**src/pdio_consts.svh**
```systemverilog
// Constant definitions for the parallel digital I/O block.
`ifndef PDIO_CONSTS_SVH
`define PDIO_CONSTS_SVH
`define PDIO_LINES 24
`define PDIO_BYTE_W 8
`define PDIO_NIB_W 4
`define PDIO_NUM_OPREGS 16
`define PDIO_NUM_FNREGS 8
`define PDIO_OPREG_SPAN 64
`define PDIO_LATCH_RST 8'h00
`define PDIO_DIR_RST 1'b0
`define PDIO_PORT_FIRST 2'h0
`define PDIO_PORT_SECOND 2'h1
`define PDIO_PORT_SPLIT 2'h2
`define PDIO_PORT_CTRL 2'h3
`define PDIO_CTRL_DIR_FIRST 0
`define PDIO_CTRL_DIR_SECOND 1
`define PDIO_CTRL_DIR_LOW 2
`define PDIO_CTRL_DIR_HIGH 3
`define PDIO_CTRL_IRQ_CLR 4
`define PDIO_MODE_BASIC 1'b0
`endif

```
**src/pdio_pkg.sv**
```systemverilog
// Types shared by the parallel digital I/O block.
package pdio_pkg;
    typedef enum logic [1:0] {
        PDIO_SEL_FIRST,
        PDIO_SEL_SECOND,
        PDIO_SEL_SPLIT,
        PDIO_SEL_CTRL
    } pdio_sel_t;

    typedef struct packed {
        logic dirHigh;
        logic dirLow;
        logic dirSecond;
        logic dirFirst;
    } pdio_dir_t;

    typedef struct packed {
        logic wrEn;
        logic rdEn;
        logic [1:0] addr;
        logic [7:0] wrData;
    } pdio_req_t;

    typedef struct packed {
        logic [7:0] data;
        logic [7:0] outEn;
    } pdio_pin_t;

    typedef enum logic {
        PDIO_IRQ_IDLE,
        PDIO_IRQ_PENDING
    } pdio_irq_state_t;
endpackage : pdio_pkg

```
**src/pdio_port_slice.sv**
```systemverilog
// One byte-wide port slice with latch, direction per group and pin drive.
`timescale 1ns/1ps
`include "pdio_consts.svh"
module pdio_port_slice #(
    parameter int GROUP_W = 8
) (
    input wire logic clock,
    input wire logic rstn,
    input wire logic wrEn,
    input wire logic [7:0] wrData,
    input wire logic [(8/GROUP_W)-1:0] dirOut,
    input wire logic [7:0] pinIn,
    output logic [7:0] rdData,
    output pdio_pkg::pdio_pin_t pinOut
);
    import pdio_pkg::*;

    // Elaboration check: only whole-byte or nibble direction groups are served.
    generate
        if (GROUP_W != 8 && GROUP_W != 4) begin : g_bad_width
            $error("GROUP_W must be 8 or 4");
        end
    endgenerate

    logic [7:0] latch_ff;
    logic [7:0] nxt_latch;
    logic [7:0] groupMask;

    // Direction bits fan out to each line of their group.
    genvar gi;
    generate
        for (gi = 0; gi < 8; gi = gi + 1) begin : g_mask
            assign groupMask[gi] = dirOut[gi / GROUP_W];
        end
    endgenerate

    // Writes load the latch whatever the direction; pins stay untouched for inputs.
    assign nxt_latch = wrEn ? wrData : latch_ff;
    // Output lines read back the latch, input lines read the pins.
    assign rdData = (latch_ff & groupMask) | (pinIn & ~groupMask);

    // Output latch, cleared by reset.
    always_ff @(posedge clock or negedge rstn) begin
        if (!rstn) begin
            latch_ff <= `PDIO_LATCH_RST;
        end else begin
            latch_ff <= nxt_latch;
        end
    end

    assign pinOut.data = latch_ff;
    assign pinOut.outEn = groupMask;
endmodule : pdio_port_slice

```
**src/pdio_irq_detect.sv**
```systemverilog
// Edge detector for the external interrupt request with enable gating.
`timescale 1ns/1ps
`include "pdio_consts.svh"
module pdio_irq_detect (
    input wire logic clock,
    input wire logic rstn,
    input wire logic irqEnableN,
    input wire logic irqRequest,
    input wire logic clearPulse,
    output logic irqPending
);
    import pdio_pkg::*;

    logic reqPrev_ff;
    pdio_irq_state_t state_ff;
    pdio_irq_state_t nxt_state;
    logic riseSeen;

    // Rising edge only, honoured while the enable input is low.
    assign riseSeen = irqRequest & ~reqPrev_ff & ~irqEnableN;

    // Pending flag: a new edge wins over a clear in the same cycle.
    always_comb begin
        nxt_state = state_ff;
        case (state_ff)
            PDIO_IRQ_IDLE: begin
                if (riseSeen) nxt_state = PDIO_IRQ_PENDING;
            end
            PDIO_IRQ_PENDING: begin
                if (clearPulse && !riseSeen) nxt_state = PDIO_IRQ_IDLE;
            end
            default: nxt_state = PDIO_IRQ_IDLE;
        endcase
    end

    // Request history and state registers.
    always_ff @(posedge clock or negedge rstn) begin
        if (!rstn) begin
            reqPrev_ff <= 1'b0;
            state_ff <= PDIO_IRQ_IDLE;
        end else begin
            reqPrev_ff <= irqRequest;
            state_ff <= nxt_state;
        end
    end

    assign irqPending = (state_ff == PDIO_IRQ_PENDING);
endmodule : pdio_irq_detect

```
**src/pdio_top.sv**
```systemverilog
// Top of the 24-line parallel digital I/O block behind a target-only port.
`timescale 1ns/1ps
`include "pdio_consts.svh"
module pdio_top (
    input wire logic clock,
    input wire logic rstn,
    input wire pdio_pkg::pdio_req_t hostReq,
    output logic [7:0] hostRdData,
    output logic hostRdValid,
    input wire logic [23:0] lineIn,
    output logic [23:0] lineOut,
    output logic [23:0] lineOutEn,
    input wire logic irqEnableN,
    input wire logic irqRequest,
    output logic irqPending,
    output logic busMasterReq
);
    import pdio_pkg::*;

    // Elaboration check: the operation registers must fill their byte span exactly.
    generate
        if (`PDIO_NUM_OPREGS * 4 != `PDIO_OPREG_SPAN) begin : g_bad_span
            $error("operation register span mismatch");
        end
    endgenerate

    // ************************************************************
    // Register access decode
    // ************************************************************
    pdio_dir_t dir_ff;
    pdio_dir_t nxt_dir;
    logic [7:0] rdData_ff;
    logic rdValid_ff;
    logic wrFirst;
    logic wrSecond;
    logic wrSplit;
    logic wrCtrl;
    logic irqClear;
    logic [7:0] rdFirst;
    logic [7:0] rdSecond;
    logic [7:0] rdSplit;
    logic [7:0] ctrlView;
    logic [7:0] nxt_rdData;
    pdio_pin_t pinFirst;
    pdio_pin_t pinSecond;
    pdio_pin_t pinSplit;

    // Simple pass-through target decode over four byte slots.
    assign wrFirst = hostReq.wrEn && (hostReq.addr == `PDIO_PORT_FIRST);
    assign wrSecond = hostReq.wrEn && (hostReq.addr == `PDIO_PORT_SECOND);
    assign wrSplit = hostReq.wrEn && (hostReq.addr == `PDIO_PORT_SPLIT);
    assign wrCtrl = hostReq.wrEn && (hostReq.addr == `PDIO_PORT_CTRL);
    assign irqClear = wrCtrl && hostReq.wrData[`PDIO_CTRL_IRQ_CLR];

    // Direction bits are loaded from a control write; one bit per group.
    assign nxt_dir = wrCtrl ? pdio_dir_t'(hostReq.wrData[3:0]) : dir_ff;

    // Control view shows directions and the pending flag.
    assign ctrlView = {3'h0, irqPending, dir_ff.dirHigh, dir_ff.dirLow, dir_ff.dirSecond, dir_ff.dirFirst};

    // Read data selection by address.
    assign nxt_rdData = (hostReq.addr == `PDIO_PORT_FIRST) ? rdFirst :
                        (hostReq.addr == `PDIO_PORT_SECOND) ? rdSecond :
                        (hostReq.addr == `PDIO_PORT_SPLIT) ? rdSplit : ctrlView;

    // Direction register and read return, reset to all inputs.
    always_ff @(posedge clock or negedge rstn) begin
        if (!rstn) begin
            dir_ff <= pdio_dir_t'({4{`PDIO_DIR_RST}});
            rdData_ff <= 8'h00;
            rdValid_ff <= 1'b0;
        end else begin
            dir_ff <= nxt_dir;
            rdData_ff <= hostReq.rdEn ? nxt_rdData : rdData_ff;
            rdValid_ff <= hostReq.rdEn;
        end
    end

    assign hostRdData = rdData_ff;
    assign hostRdValid = rdValid_ff;
    assign busMasterReq = 1'b0;

    // ************************************************************
    // Port slices
    // ************************************************************
    // Basic latched mode only: every slice is a plain latch with direction.
    pdio_port_slice #(.GROUP_W(8)) u_first (
        .clock(clock),
        .rstn(rstn),
        .wrEn(wrFirst),
        .wrData(hostReq.wrData),
        .dirOut(dir_ff.dirFirst),
        .pinIn(lineIn[7:0]),
        .rdData(rdFirst),
        .pinOut(pinFirst)
    );

    pdio_port_slice #(.GROUP_W(8)) u_second (
        .clock(clock),
        .rstn(rstn),
        .wrEn(wrSecond),
        .wrData(hostReq.wrData),
        .dirOut(dir_ff.dirSecond),
        .pinIn(lineIn[15:8]),
        .rdData(rdSecond),
        .pinOut(pinSecond)
    );

    pdio_port_slice #(.GROUP_W(4)) u_split (
        .clock(clock),
        .rstn(rstn),
        .wrEn(wrSplit),
        .wrData(hostReq.wrData),
        .dirOut({dir_ff.dirHigh, dir_ff.dirLow}),
        .pinIn(lineIn[23:16]),
        .rdData(rdSplit),
        .pinOut(pinSplit)
    );

    // Pin drive assembly.
    assign lineOut = {pinSplit.data, pinSecond.data, pinFirst.data};
    assign lineOutEn = {pinSplit.outEn, pinSecond.outEn, pinFirst.outEn};

    // ************************************************************
    // External interrupt
    // ************************************************************
    pdio_irq_detect u_irq (
        .clock(clock),
        .rstn(rstn),
        .irqEnableN(irqEnableN),
        .irqRequest(irqRequest),
        .clearPulse(irqClear),
        .irqPending(irqPending)
    );
endmodule : pdio_top

```
**config.mk**
```make
export PLATFORM = sky130hd
export DESIGN_NAME = pdio_top
export DESIGN_NICKNAME = d
export VERILOG_FILES = /design/src/pdio_pkg.sv /design/src/pdio_port_slice.sv /design/src/pdio_irq_detect.sv /design/src/pdio_top.sv
export VERILOG_INCLUDE_DIRS = /design/src
export SDC_FILE = /design/constraint.sdc
export NUM_CORES = 1
export LEC_CHECK = 0
export BUFFER_PORTS_ARGS = -buffer_cell sky130_fd_sc_hd__buf_2
export CAP_MARGIN = 5
export CORE_ASPECT_RATIO = 0.75
export CORE_MARGIN = 2
export CORE_UTILIZATION = 30
export DETAILED_ROUTE_END_ITERATION = 7
export SLEW_MARGIN = 25
export SYNTH_ARGS = -nofsm -noshare
export SYNTH_HDL_FRONTEND = slang
export SYNTH_SLANG_ARGS = --single-unit
```
**constraint.sdc**
```tcl
create_clock -name clock -period 2.7 [get_ports clock]
set_input_delay 0.27 -clock clock [delete_from_list [all_inputs] [get_ports clock]]
set_output_delay 0.27 -clock clock [all_outputs]
set_load 0.05 [all_outputs]
```
# After elaboration in Yosys (flattened, before gate mapping)
# Index checks and enable logic that the tools add are counted.
word_totals:
  register_bits: 39
  latchBits: 0
  mem_bits_rw: 0
  rom_bits: 0
  in_bits: 40
  out_inout_bits: 59
  word_cells: 45
  n_memories: 0
op_classes:
  n_addsub: 0
  n_mul: 0
  n_div: 0
  order_cmp: 0
  eq_ne: 3
  shift: 0
  muxes: 6
  bitwise: 17
  reduce_logical: 8
op_table:
  columns: ["cell", "n"]
  rows:
  - ["$and A8 B8 Y8", 6]
  - ["$mux W8", 3]
  - ["$not A8 Y8", 3]
  - ["$or A8 B8 Y8", 3]
  - ["$logic_and A1 B1 Y1", 6]
  - ["$eq A2 B2 Y1 const B", 2]
  - ["$not A1 Y1", 3]
  - ["$and A1 B1 Y1", 2]
  - ["$eq A2 B1 Y1 const B", 1]
  - ["$logic_not A2 Y1", 1]
  - ["$mux W1", 2]
  - ["$pmux W1 S2", 1]
  - ["$logic_not A1 Y1", 1]

# Longest topological paths before layout
# Gate-level depths: netlist of the first run.
depth:
  depth_word: 7
  mapped_depth: 4

# Cells and area by module
# Synthesis of the first run repeated with hierarchy kept, for this count alone.
hier_totals:
  cells_unflattened: 179
  hier_area_um2: 2369.8
modules_own_cells:
  columns: ["module", "n_inst", "cells_per_inst", "area_per_inst_um2"]
  rows:
  - ["pdio_port_slice at u_first ...", 2, 34, 523.0]
  - ["pdio_top", 1, 73, 768.2]
  - ["pdio_port_slice at u_split", 1, 33, 481.7]
  - ["pdio_irq_detect", 1, 5, 73.8]

# Least setup slack after synthesis of the first run
# No wires, ideal clock.
synth_path:
  kind: "register -> register"
  start: "reg dir_ff, in the netlist ctrlView[3]"
  end: "reg rdData_ff[4], in the netlist hostRdData[4]"
  setup_time_ps: 132
  arrival_time_ps: 1503
  required_ps: 2568
  path_slack_ps: 1065
  path_stages_with_launch: 4
  path_buffers: 0
  cell_sequence: "dfrtp_1 > mux2_2 > a221oi_1 > o21ai_0"
synth_between:
  elab_chain_len: 6
synth_rtl:
  columns: ["item", "line", "text"]
  rows:
  - ["from (decl)", "pdio_top.sv:30", "pdio_dir_t dir_ff;"]
  - ["from (signal assigned)", "pdio_top.sv:69", "dir_ff <= pdio_dir_t'({4{`PDIO_DIR_RST}});"]
  - ["from (signal assigned)", "pdio_top.sv:73", "dir_ff <= nxt_dir;"]
  - ["$not A8 Y8", "pdio_port_slice.sv:40", "assign rdData = (latch_ff & groupMask) | (pinIn & ~groupMask);"]
  - ["$and A8 B8 Y8", "pdio_port_slice.sv:40", null]
  - ["$or A8 B8 Y8 *", "pdio_port_slice.sv:40", null]
  - ["$mux W8 *", "pdio_top.sv:64", "(hostReq.addr == `PDIO_PORT_SPLIT) ? rdSplit : ctrlView;"]
  - ["$mux W8 *", "pdio_top.sv:63", "(hostReq.addr == `PDIO_PORT_SECOND) ? rdSecond :"]
  - ["$mux W8 *", "pdio_top.sv:62", "assign nxt_rdData = (hostReq.addr == `PDIO_PORT_FIRST) ? rdFirst :"]
  - ["to (signal assigned)", "pdio_top.sv:74", "rdData_ff <= hostReq.rdEn ? nxt_rdData : rdData_ff;"]
  - ["to (decl)", "pdio_top.sv:32", "logic [7:0] rdData_ff;"]
# Mark *: on every way between the ends. The rest lies on a longest branch, timed or not.
# A chain may end at the register's enable or synchronous reset.

# Worst setup path in the final report of the first run
layout_path:
  start: "reg dir_ff, in the netlist ctrlView[1]"
  end: "reg rdData_ff[5], in the netlist hostRdData[5]"
layout_between:
  elab_chain_len: 5
layout_rtl:
  columns: ["item", "line"]
  rows:
  - ["$not A8 Y8", "pdio_port_slice.sv:40"]
  - ["$and A8 B8 Y8", "pdio_port_slice.sv:40"]
  - ["$or A8 B8 Y8 *", "pdio_port_slice.sv:40"]
  - ["$mux W8 *", "pdio_top.sv:63"]
  - ["$mux W8 *", "pdio_top.sv:62"]
# Marked as above.

==> results of run 1 <==
-- power by group through the flow --
stage	logic [mW]	registers [mW]	clock network, mW
after floorplan	0.553	1.12	0
after global placement	1.04	0.816	0
after detailed placement	1.04	0.820	0
after CTS	1.04	0.809	0.521
after global routing	1.08	0.828	0.551
final	1.04	0.808	0.513
-- per-stage QoR --
| stage | std cells | instance area (sq um) | worst slack, ns | power (mW) |
|---|---|---|---|---|
| global placement | 320 | 2430 | 0.918 | 1.85 |
| detailed placement | 320 | 2430 | 0.874 | 1.86 |
| global route | 328 | 2550 | 0.771 | 2.46 |
| finish | 328 | 2550 | 0.885 | 2.36 |
| CTS | 328 | 2550 | 0.858 | 2.37 |
| floorplan | 170 | 2060 | 1.06 | 1.67 |
-- cells in the final DEF (no fill, tap or decap), types with 2 or more instances in the layout --
master	instances
mux2_1	16
nand2b_1	2
nand2_2	2
nor2_1	9
nor2b_1	2
o21ai_0	4
a21oi_1	3
nor3b_1	2
buf_2	97
clkbuf_8	6
a22oi_1	3
mux2_2	31
o21a_1	2
o2111ai_1	2
a222oi_1	2
mux2i_1	3
a221oi_1	2
a31oi_1	5
dfrtp_1	39
-- cells by family after synthesis --
group                  count (synthesis)  share of synthesized area, %
and+or+nand+nor                       23                          5.95
AOI/OAI and AO/OA                     25                          8.56
muxes                                 50                          27.1
other                                  1                         0.182
buffers and inverters                 32                          10.8
DFF                                   39                          47.4
-- area by class of cell --
type / instances / area (sq um)
clock buffers: 6 / 82.6
clock inverters: 2 / 35.0
fillers: 694 / 4180
inverters: 1 / 3.75
multi-input cells: 99 / 862
flip-flops and latches: 39 / 976
well taps: 84 / 105
repair buffers: 97 / 485
-- synthesized netlist by cell type --
master and instances:
nand2_1 1, a22oi_1 3, nand2_2 2, a221oi_1 2, a222oi_1 2, nor2b_1 2, a21oi_1 3, o21a_1 2
nand3_1 1, nor2_2 1, o21ai_0 4, o2111ai_1 2, buf_4 24, nor2_1 9, clkbuf_1 2, a31oi_1 5
and2_1 1, nand4_1 1, mux2_1 16, inv_1 1, buf_6 1, o31a_1 1, mux2_2 31, buf_2 4
dfrtp_1 39, nand2b_1 2, and2b_2 1, conb_1 1, mux2i_1 3, a22o_1 1, nor3b_1 2
-- critical path, cell delays in order, from the launching register on --
cell,delay (ns)
dfrtp_1,0.81
mux2_2,0.42
a222oi_1,0.34
a21oi_1,0.11
-- routing by layer --
layer / track usage, % / share of wire (%) / vias up
met5: 0 / 0 / -
li1: - / - / 735
met4: 4.41 / 0.67 / 0
met1: 21.4 / 49 / 796
met3: 4.77 / 8.7 / 5
met2: 23.0 / 42 / 83
-- final timing paths --
kind	depth (start not counted)	end	slack, ns	startpoint
setup / recovery	3	hostRdData[5]	0.89	ctrlView[1]
hold / removal	1	hostRdData[7]	0.09	rstn
setup reg to reg	3	hostRdData[5]	0.89	ctrlView[1]
hold reg to reg	1	u_first.latch_ff[4]	0.51	u_first.latch_ff[4]
max in group asynchronous	1	hostRdValid	2.05	rstn
min in group clock	1	u_irq.reqPrev_ff	0.10	irqRequest
-- flip-flops by register name (all words and copies together), names as in the netlist --
register and count:
u_first.latch_ff 8, hostRdData 8, hostRdValid 1, u_irq.reqPrev_ff 1
u_irq.irqPending 1, u_second.latch_ff 8, ctrlView 4, u_split.latch_ff 8
==> results by group, run 1 <==
Critical path
  • Startpoint types: flip-flop
  • Worst EP arrival: between 1.5 and 2 ns
  • CP required: ~2.9 ns
  • Crit path capture type: flip-flop
  • Worst Path Max Fanout: 18
  • Critical path class: flip-flop to flip-flop

Synth
  • Flops & latches, synth: 39
  • Largest area contributor in the netlist: dfrtp_1
  • Sequential share of the synthesized area: between 40 and 50%
  • Syn_area_per_cell: approximately 12 sq um
  • Number of synthesis warnings: 0
  • Largest cells by area after synthesis: dfrtp_1, mux2_2, buf_4, mux2_1, nor2_1
  • Post-Syn Instances: 170
  • Area share of the largest cell type after synthesis: around 47%
  • Syn nets: between 200 and 250
  • Post-Syn Area: approximately 2000 sq um
  • Count of different cell masters after synthesis: 31

GRT
  • Aggregate global-route resource usage: ~15%
  • Antenna violations before repair: 0
  • Pin count of the biggest net entering global routing: 40
  • Number of global-route vias before repair: 1546
  • Remaining Overflow, GRT: 0
  • First-pass GRT wire length: 8.57 mm

Power
  • Net switching power: 1.09 mW
  • Clk network pwr share: between 20% and 30%
  • P_int: approximately 1.3 mW
  • PD cells: 924 nW/um^2
  • Share of power burned in registers: 34.3%
  • Leak: about 1.2 nW
  • Combinational share of power: 43.9%
  • Peak supply drop: 0.367 mV
  • Net switching share of the total power: about 46%

Route
  • Antenna-violating nets left: 0
  • Vias: ~1600
  • DRC viols: 0
  • TritonRoute pass-1 iters: 4
  • Routed WL per cell: 17.2 microns
  • Post-Route WL: ~5.7 mm
  • Vias/cell: just under 5
  • 1st-iter DRT viols: between 70 and 80

STA
  • Final setup violation count: 0
  • Final worst-path cycle share: about two thirds
  • Worst hold slack: 0.0948 ns
  • Slew HR: approximately two fifths
  • Worst-margin pin slew: just under 0.9 ns
  • Fmax: 0.551 GHz
  • Post-Route Skew: ~0.0085 ns
  • Hold Violations, Final: 0
  • Post-Route Setup TNS: 0 ns
  • Final Critical Period: 1.81 ns
  • RSZ-0062 raised after global routing: false
  • Slew Limit Fails: 0

Final layout
  • Area delta synth->final: 23.7%
  • Final core occ: a little under two fifths
  • Proportion of layout cells with a drive suffix above 1: 57.4%
  • Ant. Diodes: 0
  • Fin nets: between 200 and 300

Clock network
  • Clk buf depth: 2
  • Total setup buffers inserted after CTS: 0
  • CTS tree: done
  • TritonCTS buffer count: 5
  • Clk root buf: clkbuf_8
  • Clk_lat worst skew: around 0.3 ns
  • Clock sinks: 39
  • Clock slew seen by the registers of the worst setup and hold paths: roughly 0.080 ns
  • H-tree levels: 2
  • Post-CTS Hold Buffers: 0
  • Post-cts resize count: 0

Die
  • Die H: roughly 76 microns
  • Die Width: 99.7 microns
  • Starting Density: approximately 30%
  • Core Box Area: a little under 7000 sq um
  • I/O pins: 99
  • Row cnt: 26
  • Total Die Area: about 7600 sq um

Job
  • Max cap viols: 0

Place
  • DP Wirelength: 4.13 mm
  • PortBufs: between 90 and 100
  • Placer Congestion: 0.761

Worst hold path
  • HP Class: input pin to async pin

Outcome
  • Outcome: complete, no violations
Note: power is estimated with default switching activity, not from simulation.
==> run 2, diff against run 1 <==
==> constraint.sdc (replaced) <==
create_clock -name clock -period 1.9 [get_ports clock]
set_input_delay 0.19 -clock clock [delete_from_list [all_inputs] [get_ports clock]]
set_output_delay 0.19 -clock clock [all_outputs]
set_load 0.05 [all_outputs]
==> run 2 against run 1 <==
  * Cell area up 1.8%
  * Die area unchanged
  * Final cell count up 2.1%
  * Setup slack worse by 0.62 ns
  * First-iteration DRC count down 5.6%
  * Utilization up 0.67 points
  * Count of clock-buffer cells in the layout unchanged
  * Total power up 36%
  * Global-route usage down 0.080 points
  * Hold slack worse by 0.071 ns
  * Clock power up 10%
  * Via count about the same
==> results by group, run 2 (synthesized netlist as in run 1, its figures left out) <==
Route
  • WL met3: ~420 microns
  • TritonRoute pass-1 iters: 5
  • Post-Route WL: about 5.6 mm
  • Max layer used: met4
  • WL met1: 2.71 mm
  • Routed WL per cell: between 15 and 20 microns
  • DRC viols: 0
  • 1st-iter DRT viols: between 60 and 70
  • Vias: 1618
  • Antenna-violating nets left: 0
  • Met2 wire length: between 2 and 2.5 mm
  • Vias/cell: around 4.8

Place
  • Placed Instance Area: about 2500 sq um
  • PortBufs: between 90 and 100
  • DP Wirelength: 4.23 mm
  • Placer Congestion: 0.767
  • Placed Cells: around 330

Final layout
  • Reg area: roughly 1000 sq um
  • Most common cell after layout, fill and taps aside: buf_2
  • Final instance area: 2590 sq um
  • Area of the multi-input gates: approximately 860 sq um
  • Ant. Diodes: 0
  • Non-Filler Instances: 335
  • Number of fill cells: ~660
  • Most frequent cells in the layout: buf_2, dfrtp_1, mux2_2, mux2_1, nor2_1
  • Fin nets: 291
  • Area delta synth->final: 25.9%
  • Proportion of layout cells with a drive suffix above 1: roughly three fifths

STA
  • Final setup violation count: 0
  • Post-Route Setup TNS: 0 ns
  • Slew Limit Fails: 0
  • RSZ-0062 raised after global routing: false
  • Worst hold slack: approximately 0.024 ns
  • Final worst-path cycle share: between 80% and 90%
  • Final Critical Period: around 1.6 ns
  • Hold Violations, Final: 0
  • Worst-margin pin slew: around 0.53 ns
  • Post-Route Skew: roughly 0.0043 ns
  • Fmax: about 0.61 GHz
  • Slew HR: 64.7%

Outcome
  • Outcome: complete, no violations

GRT
  • Aggregate global-route resource usage: ~15%
  • Number of global-route vias before repair: 1614
  • Pin count of the biggest net entering global routing: 40
  • First-pass GRT wire length: 8.55 mm
  • Antenna violations before repair: 0
  • Remaining Overflow, GRT: 0

Die
  • Total Die Area: between 7000 and 8000 sq um
  • I/O pins: 99
  • Die Width: ~100 microns
  • Starting Density: 30.6%
  • Core Box Area: 6730 sq um
  • Die H: 75.8 microns
  • Row cnt: 26

Clock network
  • H-tree levels: 2
  • Clock slew seen by the registers of the worst setup and hold paths: ~0.07 ns
  • TritonCTS buffer count: 5
  • Clk_lat worst skew: slightly below 0.3 ns
  • Total setup buffers inserted after CTS: 0
  • Clock sinks: 39
  • Clk buf depth: 2
  • CTS tree: done
  • Clk root buf: clkbuf_8

Worst hold path
  • HP Class: input pin to flip-flop

Critical path
  • Worst EP arrival: roughly 1.4 ns
  • Critical path class: flip-flop to primary output
  • Crit path capture type: primary output
  • CP required: around 1.7 ns
  • Worst Path Max Fanout: 12
  • Startpoint types: flip-flop

Power
  • Leak: between 1 and 1.5 nW
  • Peak supply drop: roughly 0.55 mV
  • PD cells: around 1200 nW/um^2

Job
  • Max cap viols: 0
-- run 2: cell types whose count changed in the layout (fill, tap and decap cells not counted), sizes merged --
cell and change:
dlygate4sd3 +1, buf +7, bufinv -1
-- run 2: critical path, stage by stage, from the launching register on --
cell	delay (ns)
dfrtp_1	0.61
buf_4	0.26
buf_2	0.28
-- run 2: area by class of cell --
| class | count | area share [%] |
|---|---|---|
| multi-input cells | 99 | 33.2 |
| inverters | 1 | 0.145 |
| clock buffers | 6 | 3.18 |
| flip-flops and latches | 39 | 37.6 |
| clock inverters | 1 | 0.193 |
| well taps | 84 | 4.05 |
| repair buffers | 105 | 21.6 |
-- run 2: power breakdown --
part           leakage, nW  switching [mW]  internal, mW
Combinational        0.733            1.10         0.417
Sequential           0.458           0.143         0.977
Clock               0.0470           0.280         0.285
Total                 1.24            1.52          1.68
-- run 2: metrics by stage --
stage / power (mW) / util (%) / worst slack [ns]
3_5_place_dp: 2.66 / 37.1 / 0.265
4_1_cts: 3.23 / 38.5 / 0.255
3_3_place_gp: 2.65 / 37.1 / 0.300
5_1_grt: 3.37 / 38.5 / 0.192
2_1_floorplan: 2.38 / - / 0.265
6_report: 3.20 / 38.5 / 0.268
-- run 2: layer usage --
metal  global-route usage, %  vias to the layer above
li1                        -                      754
met1                    21.5                      780
met2                    23.6                       76
met3                    4.77                        8
met4                    2.28                        0
met5                       0                        -
-- run 2: repair_timing --
action	CTS	global route
endpoints found under the setup margin	0	0
hold endpoints to repair	39	0
resized for setup	0	0
hold buffers	1	0
-- run 2: worst paths after layout --
kind	startpoint	endpoint	slack [ns]	cells past startpoint
worst max register to register	ctrlView[1]	hostRdData[5]	0.29	3
worst min register to register	u_first.latch_ff[5]	u_first.latch_ff[5]	0.51	1
min in group asynchronous	rstn	u_second.latch_ff[5]	0.39	3
worst min-delay path	irqRequest	u_irq.reqPrev_ff	0.02	1
worst max-delay path	ctrlView[1]	lineOutEn[15]	0.27	2
max in group asynchronous	rstn	u_split.latch_ff[7]	1.30	3
